$ cat src/rtl/rsc_defs.vh
// How it works
// RULE_01: Select bit 0: pin is plain input, external reset held inactive.
// RULE_02: Select bit 1: pin is active-low reset input with weak pull-up.
// RULE_03: Power-up timer disable bit 1 disables timer, 0 enables it.
// RULE_04: Watchdog enable bit 1 enables watchdog, 0 disables it.
// RULE_05: Three-bit oscillator select decodes eight clock modes.
// RULE_06: External reset in internal or RC modes stops internal oscillator.
// RULE_07: Six reset causes are distinguished and reported.
// RULE_08: Reset-independent registers keep contents through every non power-on reset.
// RULE_09: Ordinary registers reset on power-on, pin, watchdog and brown-out resets.
// RULE_10: Watchdog wake-up from sleep does not reset ordinary registers.
// RULE_11: Time-out and power-down flags set per reset or wake-up cause.
// RULE_12: External reset input filtered so short pulses are ignored.
// RULE_13: Watchdog reset never drives the external reset pin low.
// RULE_14: Chip held in reset until supply detector reports power good.
// RULE_15: Power-on reset fires only on fresh power-up, not falling supply.
// RULE_16: With brown-out enabled, reset held until supply above threshold.
// RULE_17: After release, enabled power-up timer holds reset further 64 ms.
// RULE_18: Power-up timer starts after power-on; start-up timer after it.
// RULE_19: Power-on flag bit 1 reads 0 after power-on; software sets it.
// RULE_20: Brown-out flag bit 0 cleared by brown-out reset after software set.
// RULE_21: Combined reset deassertion synchronised to the system clock.
// RULE_22: Pin filter counts low samples before asserting reset.
`ifndef RSC_DEFS_VH
`define RSC_DEFS_VH
`define RSC_OSC_EXT_RC_CLKOUT 3'h7
`define RSC_OSC_EXT_RC_IO 3'h6
`define RSC_OSC_INTERNAL_CLKOUT 3'h5
`define RSC_OSC_INTERNAL_IO 3'h4
`define RSC_OSC_EXT_CLOCK_IN 3'h3
`define RSC_OSC_HIGH_SPEED 3'h2
`define RSC_OSC_STD_CRYSTAL 3'h1
`define RSC_OSC_LOW_POWER 3'h0
`define RSC_PWRC_BROWNOUT_BIT 0
`define RSC_PWRC_POWERON_BIT 1
`define RSC_CAUSE_NONE 3'h0
`define RSC_CAUSE_POWERON 3'h1
`define RSC_CAUSE_WDT_RUN 3'h2
`define RSC_CAUSE_WDT_SLEEP 3'h3
`define RSC_CAUSE_PIN_RUN 3'h4
`define RSC_CAUSE_PIN_SLEEP 3'h5
`define RSC_CAUSE_BROWNOUT 3'h6
`define RSC_CAUSE_WDT_WAKE 3'h7
`define RSC_CLK_PERIOD_NS 10
`define RSC_POWERUP_TIMER_MS 64
`define RSC_POWERUP_TIMER_CYCLES ((`RSC_POWERUP_TIMER_MS * 1000000) / `RSC_CLK_PERIOD_NS)
`define RSC_OST_CYCLES 1024
`define RSC_FILT_CYCLES 16
`define RSC_SYNC_STAGES 2
`endif

$ cat src/rtl/rsc_reset_source_config.v
`timescale 1ns/10ps
`default_nettype none
`include "rsc_defs.vh"
module rsc_reset_source_config #(
  parameter POWERUP_TIMER_CYCLES = `RSC_POWERUP_TIMER_CYCLES,
  parameter OST_CYCLES = `RSC_OST_CYCLES,
  parameter FILT_CYCLES = `RSC_FILT_CYCLES,
  parameter HOLD_W = 23
) (
  // Clock and reset
  input wire mclk,
  input wire reset,
  // Configuration word fields
  input wire ext_reset_pin_select,
  input wire powerup_timer_disable,
  input wire watchdog_enable,
  input wire [2:0] osc_select,
  input wire brownout_enable,
  // Supply monitors
  input wire supply_power_good,
  input wire supply_above_brownout,
  input wire supply_at_ground,
  // Pin and core events
  input wire port_a3_reset_pin_in,
  input wire watchdog_timeout,
  input wire core_sleeping,
  // Software access to power control register
  input wire pwrc_wr,
  input wire [1:0] pwrc_wdata,
  // Outputs
  output reg core_reset_r,
  output reg retained_reset_r,
  output reg port_a3_pullup_en_r,
  output reg port_a3_oe_r,
  output reg port_a3_digital_in_r,
  output reg internal_osc_stop_r,
  output reg watchdog_run_r,
  output reg [2:0] osc_mode_r,
  output reg osc_is_crystal_r,
  output reg clkout_en_r,
  output reg timeout_flag_r,
  output reg powerdown_flag_r,
  output reg [1:0] power_control_reg_r,
  output reg [2:0] reset_cause_r,
  output reg powerup_timer_active_r,
  output reg osc_startup_active_r
);
  localparam ST_HOLD = 3'h0;
  localparam ST_POWERUP_TIMER = 3'h1;
  localparam ST_OST = 3'h2;
  localparam ST_RUN = 3'h3;
  localparam ST_PINHOLD = 3'h4;

  reg [2:0] state_r;
  reg [2:0] state_nxt;
  reg [HOLD_W-1:0] cnt_r;
  reg [HOLD_W-1:0] cnt_nxt;
  reg [7:0] filt_r;
  reg pin_reset_r;
  reg por_armed_r;
  reg por_event_r;
  reg powered_r;
  reg bor_event_r;
  reg [`RSC_SYNC_STAGES-1:0] rel_sync_r;
  reg cold_r;
  reg osc_internal_or_rc;
  reg osc_crystal;
  reg osc_clkout;

  // Pin function: with select low the reset input is held inactive
  wire pin_level = ext_reset_pin_select ? port_a3_reset_pin_in : 1'b1; // [RULE_01] [RULE_02]
  wire bor_low = brownout_enable & ~supply_above_brownout;
  // A falling supply resets only once it reaches ground; otherwise only brown-out or a fresh power-up can
  wire hold_req = ~powered_r | bor_low; // [RULE_14] [RULE_15] [RULE_16]
  wire wdt_evt = watchdog_run_r & watchdog_timeout;
  wire busy = (state_r != ST_RUN);

  // Oscillator mode decode
  always @* begin
    osc_crystal = 1'b0;
    osc_clkout = 1'b0;
    osc_internal_or_rc = 1'b0;
    case (osc_select) // [RULE_05]
      `RSC_OSC_EXT_RC_CLKOUT: begin
        osc_internal_or_rc = 1'b1;
        osc_clkout = 1'b1;
      end
      `RSC_OSC_EXT_RC_IO: begin
        osc_internal_or_rc = 1'b1;
      end
      `RSC_OSC_INTERNAL_CLKOUT: begin
        osc_internal_or_rc = 1'b1;
        osc_clkout = 1'b1;
      end
      `RSC_OSC_INTERNAL_IO: begin
        osc_internal_or_rc = 1'b1;
      end
      `RSC_OSC_EXT_CLOCK_IN: begin
        osc_clkout = 1'b0;
      end
      `RSC_OSC_HIGH_SPEED, `RSC_OSC_STD_CRYSTAL, `RSC_OSC_LOW_POWER: begin
        osc_crystal = 1'b1;
      end
      default: begin
        osc_crystal = 1'b0;
      end
    endcase
  end

  // Filter: low must persist FILT_CYCLES samples before pin reset asserts
  always @(posedge mclk) begin
    if (reset) begin
      filt_r <= 8'h00;
      pin_reset_r <= 1'b0;
    end else if (pin_level) begin
      filt_r <= 8'h00; // [RULE_12]
      pin_reset_r <= 1'b0;
    end else if (filt_r >= FILT_CYCLES[7:0] - 8'h01) begin
      pin_reset_r <= 1'b1; // [RULE_22]
    end else begin
      filt_r <= filt_r + 8'h01;
    end
  end

  // Power-on detector re-arms only after supply returns to ground
  always @(posedge mclk) begin
    if (reset) begin
      por_armed_r <= 1'b1;
      por_event_r <= 1'b0;
      powered_r <= 1'b0;
      bor_event_r <= 1'b0;
    end else begin
      por_event_r <= 1'b0;
      bor_event_r <= (state_r == ST_RUN) & bor_low;
      if (supply_at_ground) begin
        por_armed_r <= 1'b1; // [RULE_15]
        powered_r <= 1'b0;
      end else if (por_armed_r && supply_power_good) begin
        por_armed_r <= 1'b0;
        por_event_r <= 1'b1;
        powered_r <= 1'b1;
      end
    end
  end

  // Reset sequence
  always @* begin
    state_nxt = state_r;
    cnt_nxt = cnt_r;
    case (state_r)
      ST_HOLD: begin
        cnt_nxt = {HOLD_W{1'b0}};
        if (!hold_req) begin
          if (!powerup_timer_disable) begin
            state_nxt = ST_POWERUP_TIMER; // [RULE_03] [RULE_17]
          end else if (osc_crystal && cold_r) begin
            state_nxt = ST_OST;
          end else begin
            state_nxt = ST_PINHOLD;
          end
        end
      end
      ST_POWERUP_TIMER: begin
        cnt_nxt = cnt_r + {{(HOLD_W-1){1'b0}}, 1'b1};
        if (hold_req) begin
          state_nxt = ST_HOLD;
        end else if (cnt_r >= POWERUP_TIMER_CYCLES[HOLD_W-1:0] - {{(HOLD_W-1){1'b0}}, 1'b1}) begin
          cnt_nxt = {HOLD_W{1'b0}};
          state_nxt = (osc_crystal && cold_r) ? ST_OST : ST_PINHOLD; // [RULE_18]
        end
      end
      ST_OST: begin
        cnt_nxt = cnt_r + {{(HOLD_W-1){1'b0}}, 1'b1};
        if (hold_req) begin
          state_nxt = ST_HOLD;
        end else if (cnt_r >= OST_CYCLES[HOLD_W-1:0] - {{(HOLD_W-1){1'b0}}, 1'b1}) begin
          state_nxt = ST_PINHOLD;
        end
      end
      ST_PINHOLD: begin
        if (hold_req) begin
          state_nxt = ST_HOLD;
        end else if (!pin_reset_r) begin
          state_nxt = ST_RUN;
        end
      end
      ST_RUN: begin
        if (hold_req || pin_reset_r || (wdt_evt && !core_sleeping)) begin
          state_nxt = ST_HOLD; // [RULE_09]
        end
      end
      default: begin
        state_nxt = ST_HOLD;
      end
    endcase
  end

  always @(posedge mclk) begin
    if (reset) begin
      state_r <= ST_HOLD;
      cnt_r <= {HOLD_W{1'b0}};
    end else begin
      state_r <= state_nxt;
      cnt_r <= cnt_nxt;
    end
  end

  // Start-up timer runs only after a cold start; release passes a two-flop chain
  always @(posedge mclk) begin
    if (reset) begin
      cold_r <= 1'b1;
      rel_sync_r <= {`RSC_SYNC_STAGES{1'b0}};
    end else begin
      if (por_event_r || bor_event_r) begin
        cold_r <= 1'b1;
      end else if (state_r == ST_RUN) begin
        cold_r <= 1'b0;
      end
      rel_sync_r <= {rel_sync_r[`RSC_SYNC_STAGES-2:0], (state_r == ST_RUN)}; // [RULE_21]
    end
  end

  // Cause capture and status flags
  always @(posedge mclk) begin
    if (reset) begin
      reset_cause_r <= `RSC_CAUSE_NONE;
      timeout_flag_r <= 1'b1;
      powerdown_flag_r <= 1'b1;
    end else begin
      if (por_event_r) begin
        reset_cause_r <= `RSC_CAUSE_POWERON; // [RULE_07]
        timeout_flag_r <= 1'b1; // [RULE_11]
        powerdown_flag_r <= 1'b1;
      end else if (bor_event_r) begin
        reset_cause_r <= `RSC_CAUSE_BROWNOUT;
        timeout_flag_r <= 1'b1;
        powerdown_flag_r <= 1'b1;
      end else if (state_r == ST_RUN && wdt_evt) begin
        reset_cause_r <= core_sleeping ? `RSC_CAUSE_WDT_WAKE : `RSC_CAUSE_WDT_RUN;
        timeout_flag_r <= 1'b0;
        if (core_sleeping) begin
          powerdown_flag_r <= 1'b0;
        end
      end else if (state_r == ST_RUN && pin_reset_r) begin
        reset_cause_r <= core_sleeping ? `RSC_CAUSE_PIN_SLEEP : `RSC_CAUSE_PIN_RUN;
        if (core_sleeping) begin
          timeout_flag_r <= 1'b1;
          powerdown_flag_r <= 1'b0;
        end
      end
    end
  end

  // Power control register: a hardware clear beats a software write in one cycle
  always @(posedge mclk) begin
    if (reset) begin
      power_control_reg_r <= 2'b00;
    end else begin
      if (pwrc_wr) begin
        power_control_reg_r <= pwrc_wdata;
      end
      if (por_event_r) begin
        power_control_reg_r[`RSC_PWRC_POWERON_BIT] <= 1'b0; // [RULE_19]
      end else if (bor_event_r) begin
        power_control_reg_r[`RSC_PWRC_BROWNOUT_BIT] <= 1'b0; // [RULE_20]
      end
    end
  end

  // Reset and sequencer outputs
  always @(posedge mclk) begin
    if (reset) begin
      core_reset_r <= 1'b1;
      retained_reset_r <= 1'b1;
      internal_osc_stop_r <= 1'b0;
      watchdog_run_r <= 1'b0;
      powerup_timer_active_r <= 1'b0;
      osc_startup_active_r <= 1'b0;
    end else begin
      core_reset_r <= ~rel_sync_r[`RSC_SYNC_STAGES-1] | (state_r != ST_RUN); // [RULE_10]
      retained_reset_r <= por_event_r | ~powered_r; // [RULE_08]
      internal_osc_stop_r <= pin_reset_r & osc_internal_or_rc; // [RULE_06]
      watchdog_run_r <= watchdog_enable & ~busy; // [RULE_04]
      powerup_timer_active_r <= (state_nxt == ST_POWERUP_TIMER);
      osc_startup_active_r <= (state_nxt == ST_OST);
    end
  end

  // Pin function and oscillator configuration outputs
  always @(posedge mclk) begin
    if (reset) begin
      port_a3_pullup_en_r <= 1'b0;
      port_a3_oe_r <= 1'b0;
      port_a3_digital_in_r <= 1'b1;
      osc_mode_r <= `RSC_OSC_LOW_POWER;
      osc_is_crystal_r <= 1'b1;
      clkout_en_r <= 1'b0;
    end else begin
      port_a3_pullup_en_r <= ext_reset_pin_select; // [RULE_02]
      port_a3_oe_r <= 1'b0; // [RULE_13]
      port_a3_digital_in_r <= ~ext_reset_pin_select; // [RULE_01]
      osc_mode_r <= osc_select; // [RULE_05]
      osc_is_crystal_r <= osc_crystal;
      clkout_en_r <= osc_clkout;
    end
  end
endmodule // rsc_reset_source_config
`default_nettype wire

$ cat config.mk
export PLATFORM = sky130hd
export DESIGN_NAME = rsc_reset_source_config
export DESIGN_NICKNAME = d
export VERILOG_FILES = /design/src/rtl/rsc_reset_source_config.v
export VERILOG_INCLUDE_DIRS = /design/src /design/src/rtl
export SDC_FILE = /design/constraint.sdc
export NUM_CORES = 1
export LEC_CHECK = 0
export BUFFER_PORTS_ARGS = -buffer_cell sky130_fd_sc_hd__buf_2
export CORE_MARGIN = 3
export CORE_UTILIZATION = 50
export CTS_CLUSTER_SIZE = 8
export DETAILED_ROUTE_END_ITERATION = 10
export GPL_ROUTABILITY_DRIVEN = 0
export PLACE_DENSITY = 0.71
export REMOVE_ABC_BUFFERS = 1
export SLEW_MARGIN = 5
export SYNTH_ARGS = -nofsm -noshare
export SYNTH_HDL_FRONTEND = slang
export SYNTH_SLANG_ARGS = --single-unit
$ cat constraint.sdc
create_clock -name mclk -period 2.2 [get_ports mclk]
set_clock_uncertainty 0.1 [all_clocks]
set_input_delay 0.22 -clock mclk [delete_from_list [all_inputs] [get_ports mclk]]
set_output_delay 0.22 -clock mclk [all_outputs]
set_load 0.02 [all_outputs]
Yosys cells after proc, flatten, opt, wreduce, memory -nomap -nowiden
Index checks and enable logic that the tools add are counted.

Bits in registers: 62. Bits of input ports: 18.

Add/sub/neg operators: 2. Magnitude comparators: 3. Equal/unequal tests: 13. Mux-type cells: 34. Bitwise operators: 13. Reduce and logical (&&, ||, !) cells: 25.

Operators by type and width (count): 23-bit case mux with 3 select lines (1); 23-bit two-way mux (2); 3-bit two-way mux (14); 23-bit by 1-bit adder with 23-bit output, second input constant (1); 23-bit by 10-bit greater-or-equal comparator with 1-bit output, second input constant (1); 23-bit greater-or-equal comparator, second input constant (1); 1-bit two-way mux (16); 3-bit == test, second input constant (5); 3-bit case mux with 5 select lines (1); 3-bit by 2-bit == test with 1-bit output, second input constant (4); 2-bit OR reduction (5); 3-bit by 1-bit == test with 1-bit output, second input constant (3); 8-bit by 1-bit adder with 8-bit output, second input constant (1); 8-bit by 4-bit greater-or-equal comparator with 1-bit output, second input constant (1); 3-bit logical NOT (2); 3-bit nonzero test (2); 3-bit OR reduction (2); 1-bit AND (5); 1-bit logical AND (5); 1-bit inverter (5); 2-bit nonzero test (2); 4-bit nonzero test (1); 4-bit OR reduction (1); 1-bit logical OR (3); 4 further kinds (6).

Depth between registers and ports, before layout
Depth after elaboration: 9. Mapped depth: 7. Depth with buffers taken out: 7.

Worst setup path after synthesis
Ideal clock, no wire load.

Kind: flip-flop to flip-flop. From: reg cnt_r[0]. To: reg cnt_r[10]. Library setup time: 0.087 ns. Data arrival time: 1.699 ns. Required time: 2.013 ns. Slack: 0.314 ns. Stages on the path, launching flop included: 8. Path buffers: 0. Clock period less this slack: 1.886 ns. Cell sequence: dfxtp_1 -> ha_1 -> a21oi_1 -> and4bb_2 -> a31o_2 -> a211oi_1 -> nand3_1 -> o31ai_1.

Longest elaborated chain between the ends: 4. Elaborated cells on any way between the ends: 5.

RTL lines: start: declaration (RTL line rsc_reset_source_config.v:56) `reg [HOLD_W-1:0] cnt_r;`; start signal: assignment (RTL line rsc_reset_source_config.v:201) `cnt_r <= {HOLD_W{1'b0}};`; start signal: assignment (RTL line rsc_reset_source_config.v:204) `cnt_r <= cnt_nxt;`; 23-bit by 1-bit adder with 23-bit output / 23-bit greater-or-equal comparator (equally long branches) (RTL line rsc_reset_source_config.v:164, rsc_reset_source_config.v:173, rsc_reset_source_config.v:167); 23-bit two-way mux (RTL line rsc_reset_source_config.v:167) `end else if (cnt_r >= POWERUP_TIMER_CYCLES[HOLD_W-1:0] - {{(HOLD_W-1){1'b0}}, 1'b1}) begin`; 23-bit two-way mux (RTL line rsc_reset_source_config.v:165) `if (hold_req) begin`; 23-bit case mux with 3 select lines (*) (RTL line rsc_reset_source_config.v:150) `case (state_r)`.

Mark *: on every way between the ends. The rest lies on a longest branch, timed or not. A chain may end at the register's enable or synchronous reset.

Final worst setup path
From: reg cnt_r[18]. To: reg state_r[2].

Longest elaborated chain between the ends: 4. Elaborated cells on any way between the ends: 7.

RTL lines: 23-bit by 10-bit greater-or-equal comparator with 1-bit output / 23-bit greater-or-equal comparator (equally long branches) (RTL line rsc_reset_source_config.v:176, rsc_reset_source_config.v:167); 3-bit two-way mux (on tied branches) (RTL line rsc_reset_source_config.v:176, rsc_reset_source_config.v:167); 3-bit two-way mux (on tied branches) (RTL line rsc_reset_source_config.v:174, rsc_reset_source_config.v:165); 3-bit case mux with 5 select lines (*) (RTL line rsc_reset_source_config.v:150); end signal: assignment (RTL line rsc_reset_source_config.v:203) `state_r <= state_nxt;`; end: declaration (RTL line rsc_reset_source_config.v:54) `reg [2:0] state_r;`.

Marks and branches as above.

==> flow_summary.ini <==
[run_status]
status = complete, no violations

[setup_path]
rr_endpoint = state_r[2]
path_buf_inv = 0
reg2reg_from = cnt_r[18]
crit_family = simple AND/OR/NAND/NOR gates
r2r_setup_slack_ns = 0.13
critPathSlowestCell = or4b_1
slowest_delay_ns = 0.56
worstPathArrival_ns = 2.18
critPathRequiredTime_ns = 2.31
crit_path_max_fanout = 7
ff2ff_path_depth = 5
crit_type = reg -> reg
worstSetupEndpointType = flop
start_kind = flop
worstPathCellList = nor4_4 > nor4b_4 > a31oi_2 > or4b_1 > o41ai_1

[drt]
route.detailed.drc = 0
drtAntennaViolNets = 0
wl_met3_um = 275
wl_per_cell_um = 13.2
wirelength_mm = 5.50
num_vias = 2274
top_layer = met4
drt_iter0_markers = 105
wl_met2_mm = 2.50
drt-met1-wl_mm = 2.60
routed_via_density = 5.44
drt_first_pass_iters = 4

[grt]
grt_max_degree = 24
grt_overflow = 0
track_usage = 0.191
antenna_found_initial = 0
grt_pass1_wl_mm = 9.26
grt_pass1_vias = 2077

[sta]
fin_crit_sh = 0.941
slew_headroom = 0.633
worst_slew_pin_slew_ns = 0.546
tns_ns = 0
drv_slew = 0
period_needed_ns = 2.07
max_freq_ghz = 0.483
hold_viol = 0
setup_slack_ns = 0.130
finalSetupViolations = 0
rsz0062_at_grt = no

[logic_synthesis]
synth-seq-cells = 62
syn_avg_cell_area_sq_um = 8.93
synth_edf_count = 0
synth_top_cell_by_area = dfxtp_1
synth.distinct_cells = 49
syn-instance-count = 294
synth-seq-area-share = 0.473
synth_area_leaders = dfxtp_1 47%, nor2_1 4.9%, nand2_1 4.3%
ys.flop_type = dfxtp_1
async_reset_ff_frac = 0
yosys_warnings = 0
syn_area_sq_mm = 0.00263
yosys.area.top_type_share = 0.473

[clock_tree]
cts_made_buffers = 9
clk-insertion-delay-late_ns = 0.33
cts_sinks = 62
clkSlewWorstSetupHoldPaths_ns = 0.06
htreeDepth = 3
cts_root_buffer = clkbuf_8
tritoncts = yes
clockBufferDepth = 2

[finish]
seqCellArea_sq_mm = 0.00124
nFillCells = 426
diodes = 0
layout-drive-gt1-share = 0.202
fin_cells = 418
final_cell_area_sq_mm = 0.00317
multiInputGateArea_sq_mm = 0.00134
layout.nets = 367
area_growth_syn_to_layout_pct = 20.9

[pwr]
worst_ir_drop_vdd_uv = 426
power_leakage_uw = 0.00129
fin_total_pwr_uw = 2210
power_density_mw_per_mm2 = 698

[hold_path]
min_path_cells = 2
holdCritStartpoint = supply_power_good
hold_end = por_armed_r
hp-class = in -> reg

[place]
dpl_cell_area_sq_mm = 0.00291
place_ws_ns = 0.0800
dp_hpwl_mm = 3.91
portBuffers = 37
place_inst = 396

[floorplan]
die_y_um = 78.5
core-area_sq_mm = 0.00491
start_util = 0.535
die_w_um = 78.5
dieArea_sq_mm = 0.00616
std_cell_rows = 25
ios = 39

[flow_run]
maxCapViolCount = 0
[kinds of logic (layout without fill, tap and decap cells)]
| family | Yosys count | after routing | synth area share |
|---|---|---|---|
| muxes | 5 | 5 | 0.0200 |
| DFF | 62 | 62 | 0.473 |
| buffers and inverters | 13 | 70 | 0.0214 |
| adders and majority gates | 2 | 2 | 0.00953 |
| other | 1 | 1 | 0.00143 |
| and+or+nand+nor | 150 | 150 | 0.304 |
| xor gates and xnor gates | 16 | 16 | 0.0534 |
| AOI/OAI and AO/OA | 45 | 45 | 0.118 |
[state kept, by name, indices dropped and copies added (netlist names), 2 cells and up]
register	cells
reset_cause_r	3
cnt_r	23
osc_mode_r	3
filt_r	8
power_control_reg_r	2
rel_sync_r	2
state_r	3
[cells in the mapped netlist (all sizes together), types with 3 or more instances]
cell type  instances
o31ai              5
inv                4
nor3              12
xor2              12
a211oi             3
and2              10
nand2             30
nand2b             6
nor4               3
a21oi             10
a31oi              4
and3               8
mux2i              3
buf                3
nor2              34
nand3             15
o21ai             11
xnor2              4
nor2b              6
clkbuf             6
dfxtp             62
nand4             12
nand3b             3
[area by class of cell]
type / count / share of cell area
repair buffers: 51 / 0.0954
multi-input cells: 219 / 0.423
inverters: 4 / 0.00473
flip-flops and latches: 62 / 0.391
clock inverters: 4 / 0.0150
well taps: 67 / 0.0264
clock buffers: 11 / 0.0446
[cell usage in the layout, fill, tap and decap left out, types with 12 or more instances in the layout]
cell     count
buf_2       37
dfxtp_1     62
nand2_1     30
nand3_1     15
nand4_1     12
nor2_1      34
nor3_1      12
xor2_1      12
[repair_timing]
| item | 4_1_cts | 5_1_grt |
|---|---|---|
| setup endpoints to repair | 0 | 8 |
| hold buffers | 4 | 1 |
| endpoints found under the hold margin | 4 | 1 |
| resized for setup | 0 | 2 |
| buffers inserted | 0 | 2 |
[how the worst max path moves through the flow]
stage / startpoint / endpoint / slack [ns] / depth (start not counted)
6_report: cnt_r[18] / state_r[2] / 0.13 / 5
3_3_place_gp: cnt_r[18] / cnt_r[19] / 0.17 / 6
2_1_floorplan: cnt_r[0] / cnt_r[10] / 0.31 / 7
3_5_place_dp: cnt_r[18] / cnt_r[19] / 0.08 / 6
5_1_grt: cnt_r[0] / cnt_r[11] / 0.001 / 6
4_1_cts: cnt_r[18] / cnt_r[19] / 0.03 / 6
[through the flow]
step,hold WS (ns),utilization
floorplan,0.192,-
global placement,0.251,0.592
detailed placement,0.274,0.592
CTS,0.00161,0.638
global route,0.0404,0.646
finish,0.0164,0.646
[power by group]
part,leakage [uW],internal [uW],total (uW),switching [uW]
sequential,0.000503,1140,1150,7.96
clock,0.0000952,544,964,420
combinational,0.000687,45.1,105,59.8
[worst reg2reg max path, stage by stage, from the launching register on]
cell and delay, ns:
dfxtp_1 0.38, nor4_4 0.34, nor4b_4 0.31, a31oi_2 0.18, or4b_1 0.56, o41ai_1 0.09
[metal layers]
layer	vias up	track usage
met4	0	0.108
met1	1060	0.236
li1	1145	-
met2	56	0.306
met3	13	0.0436
met5	-	0
No activity file was read; power rests on OpenSTA's default activity.
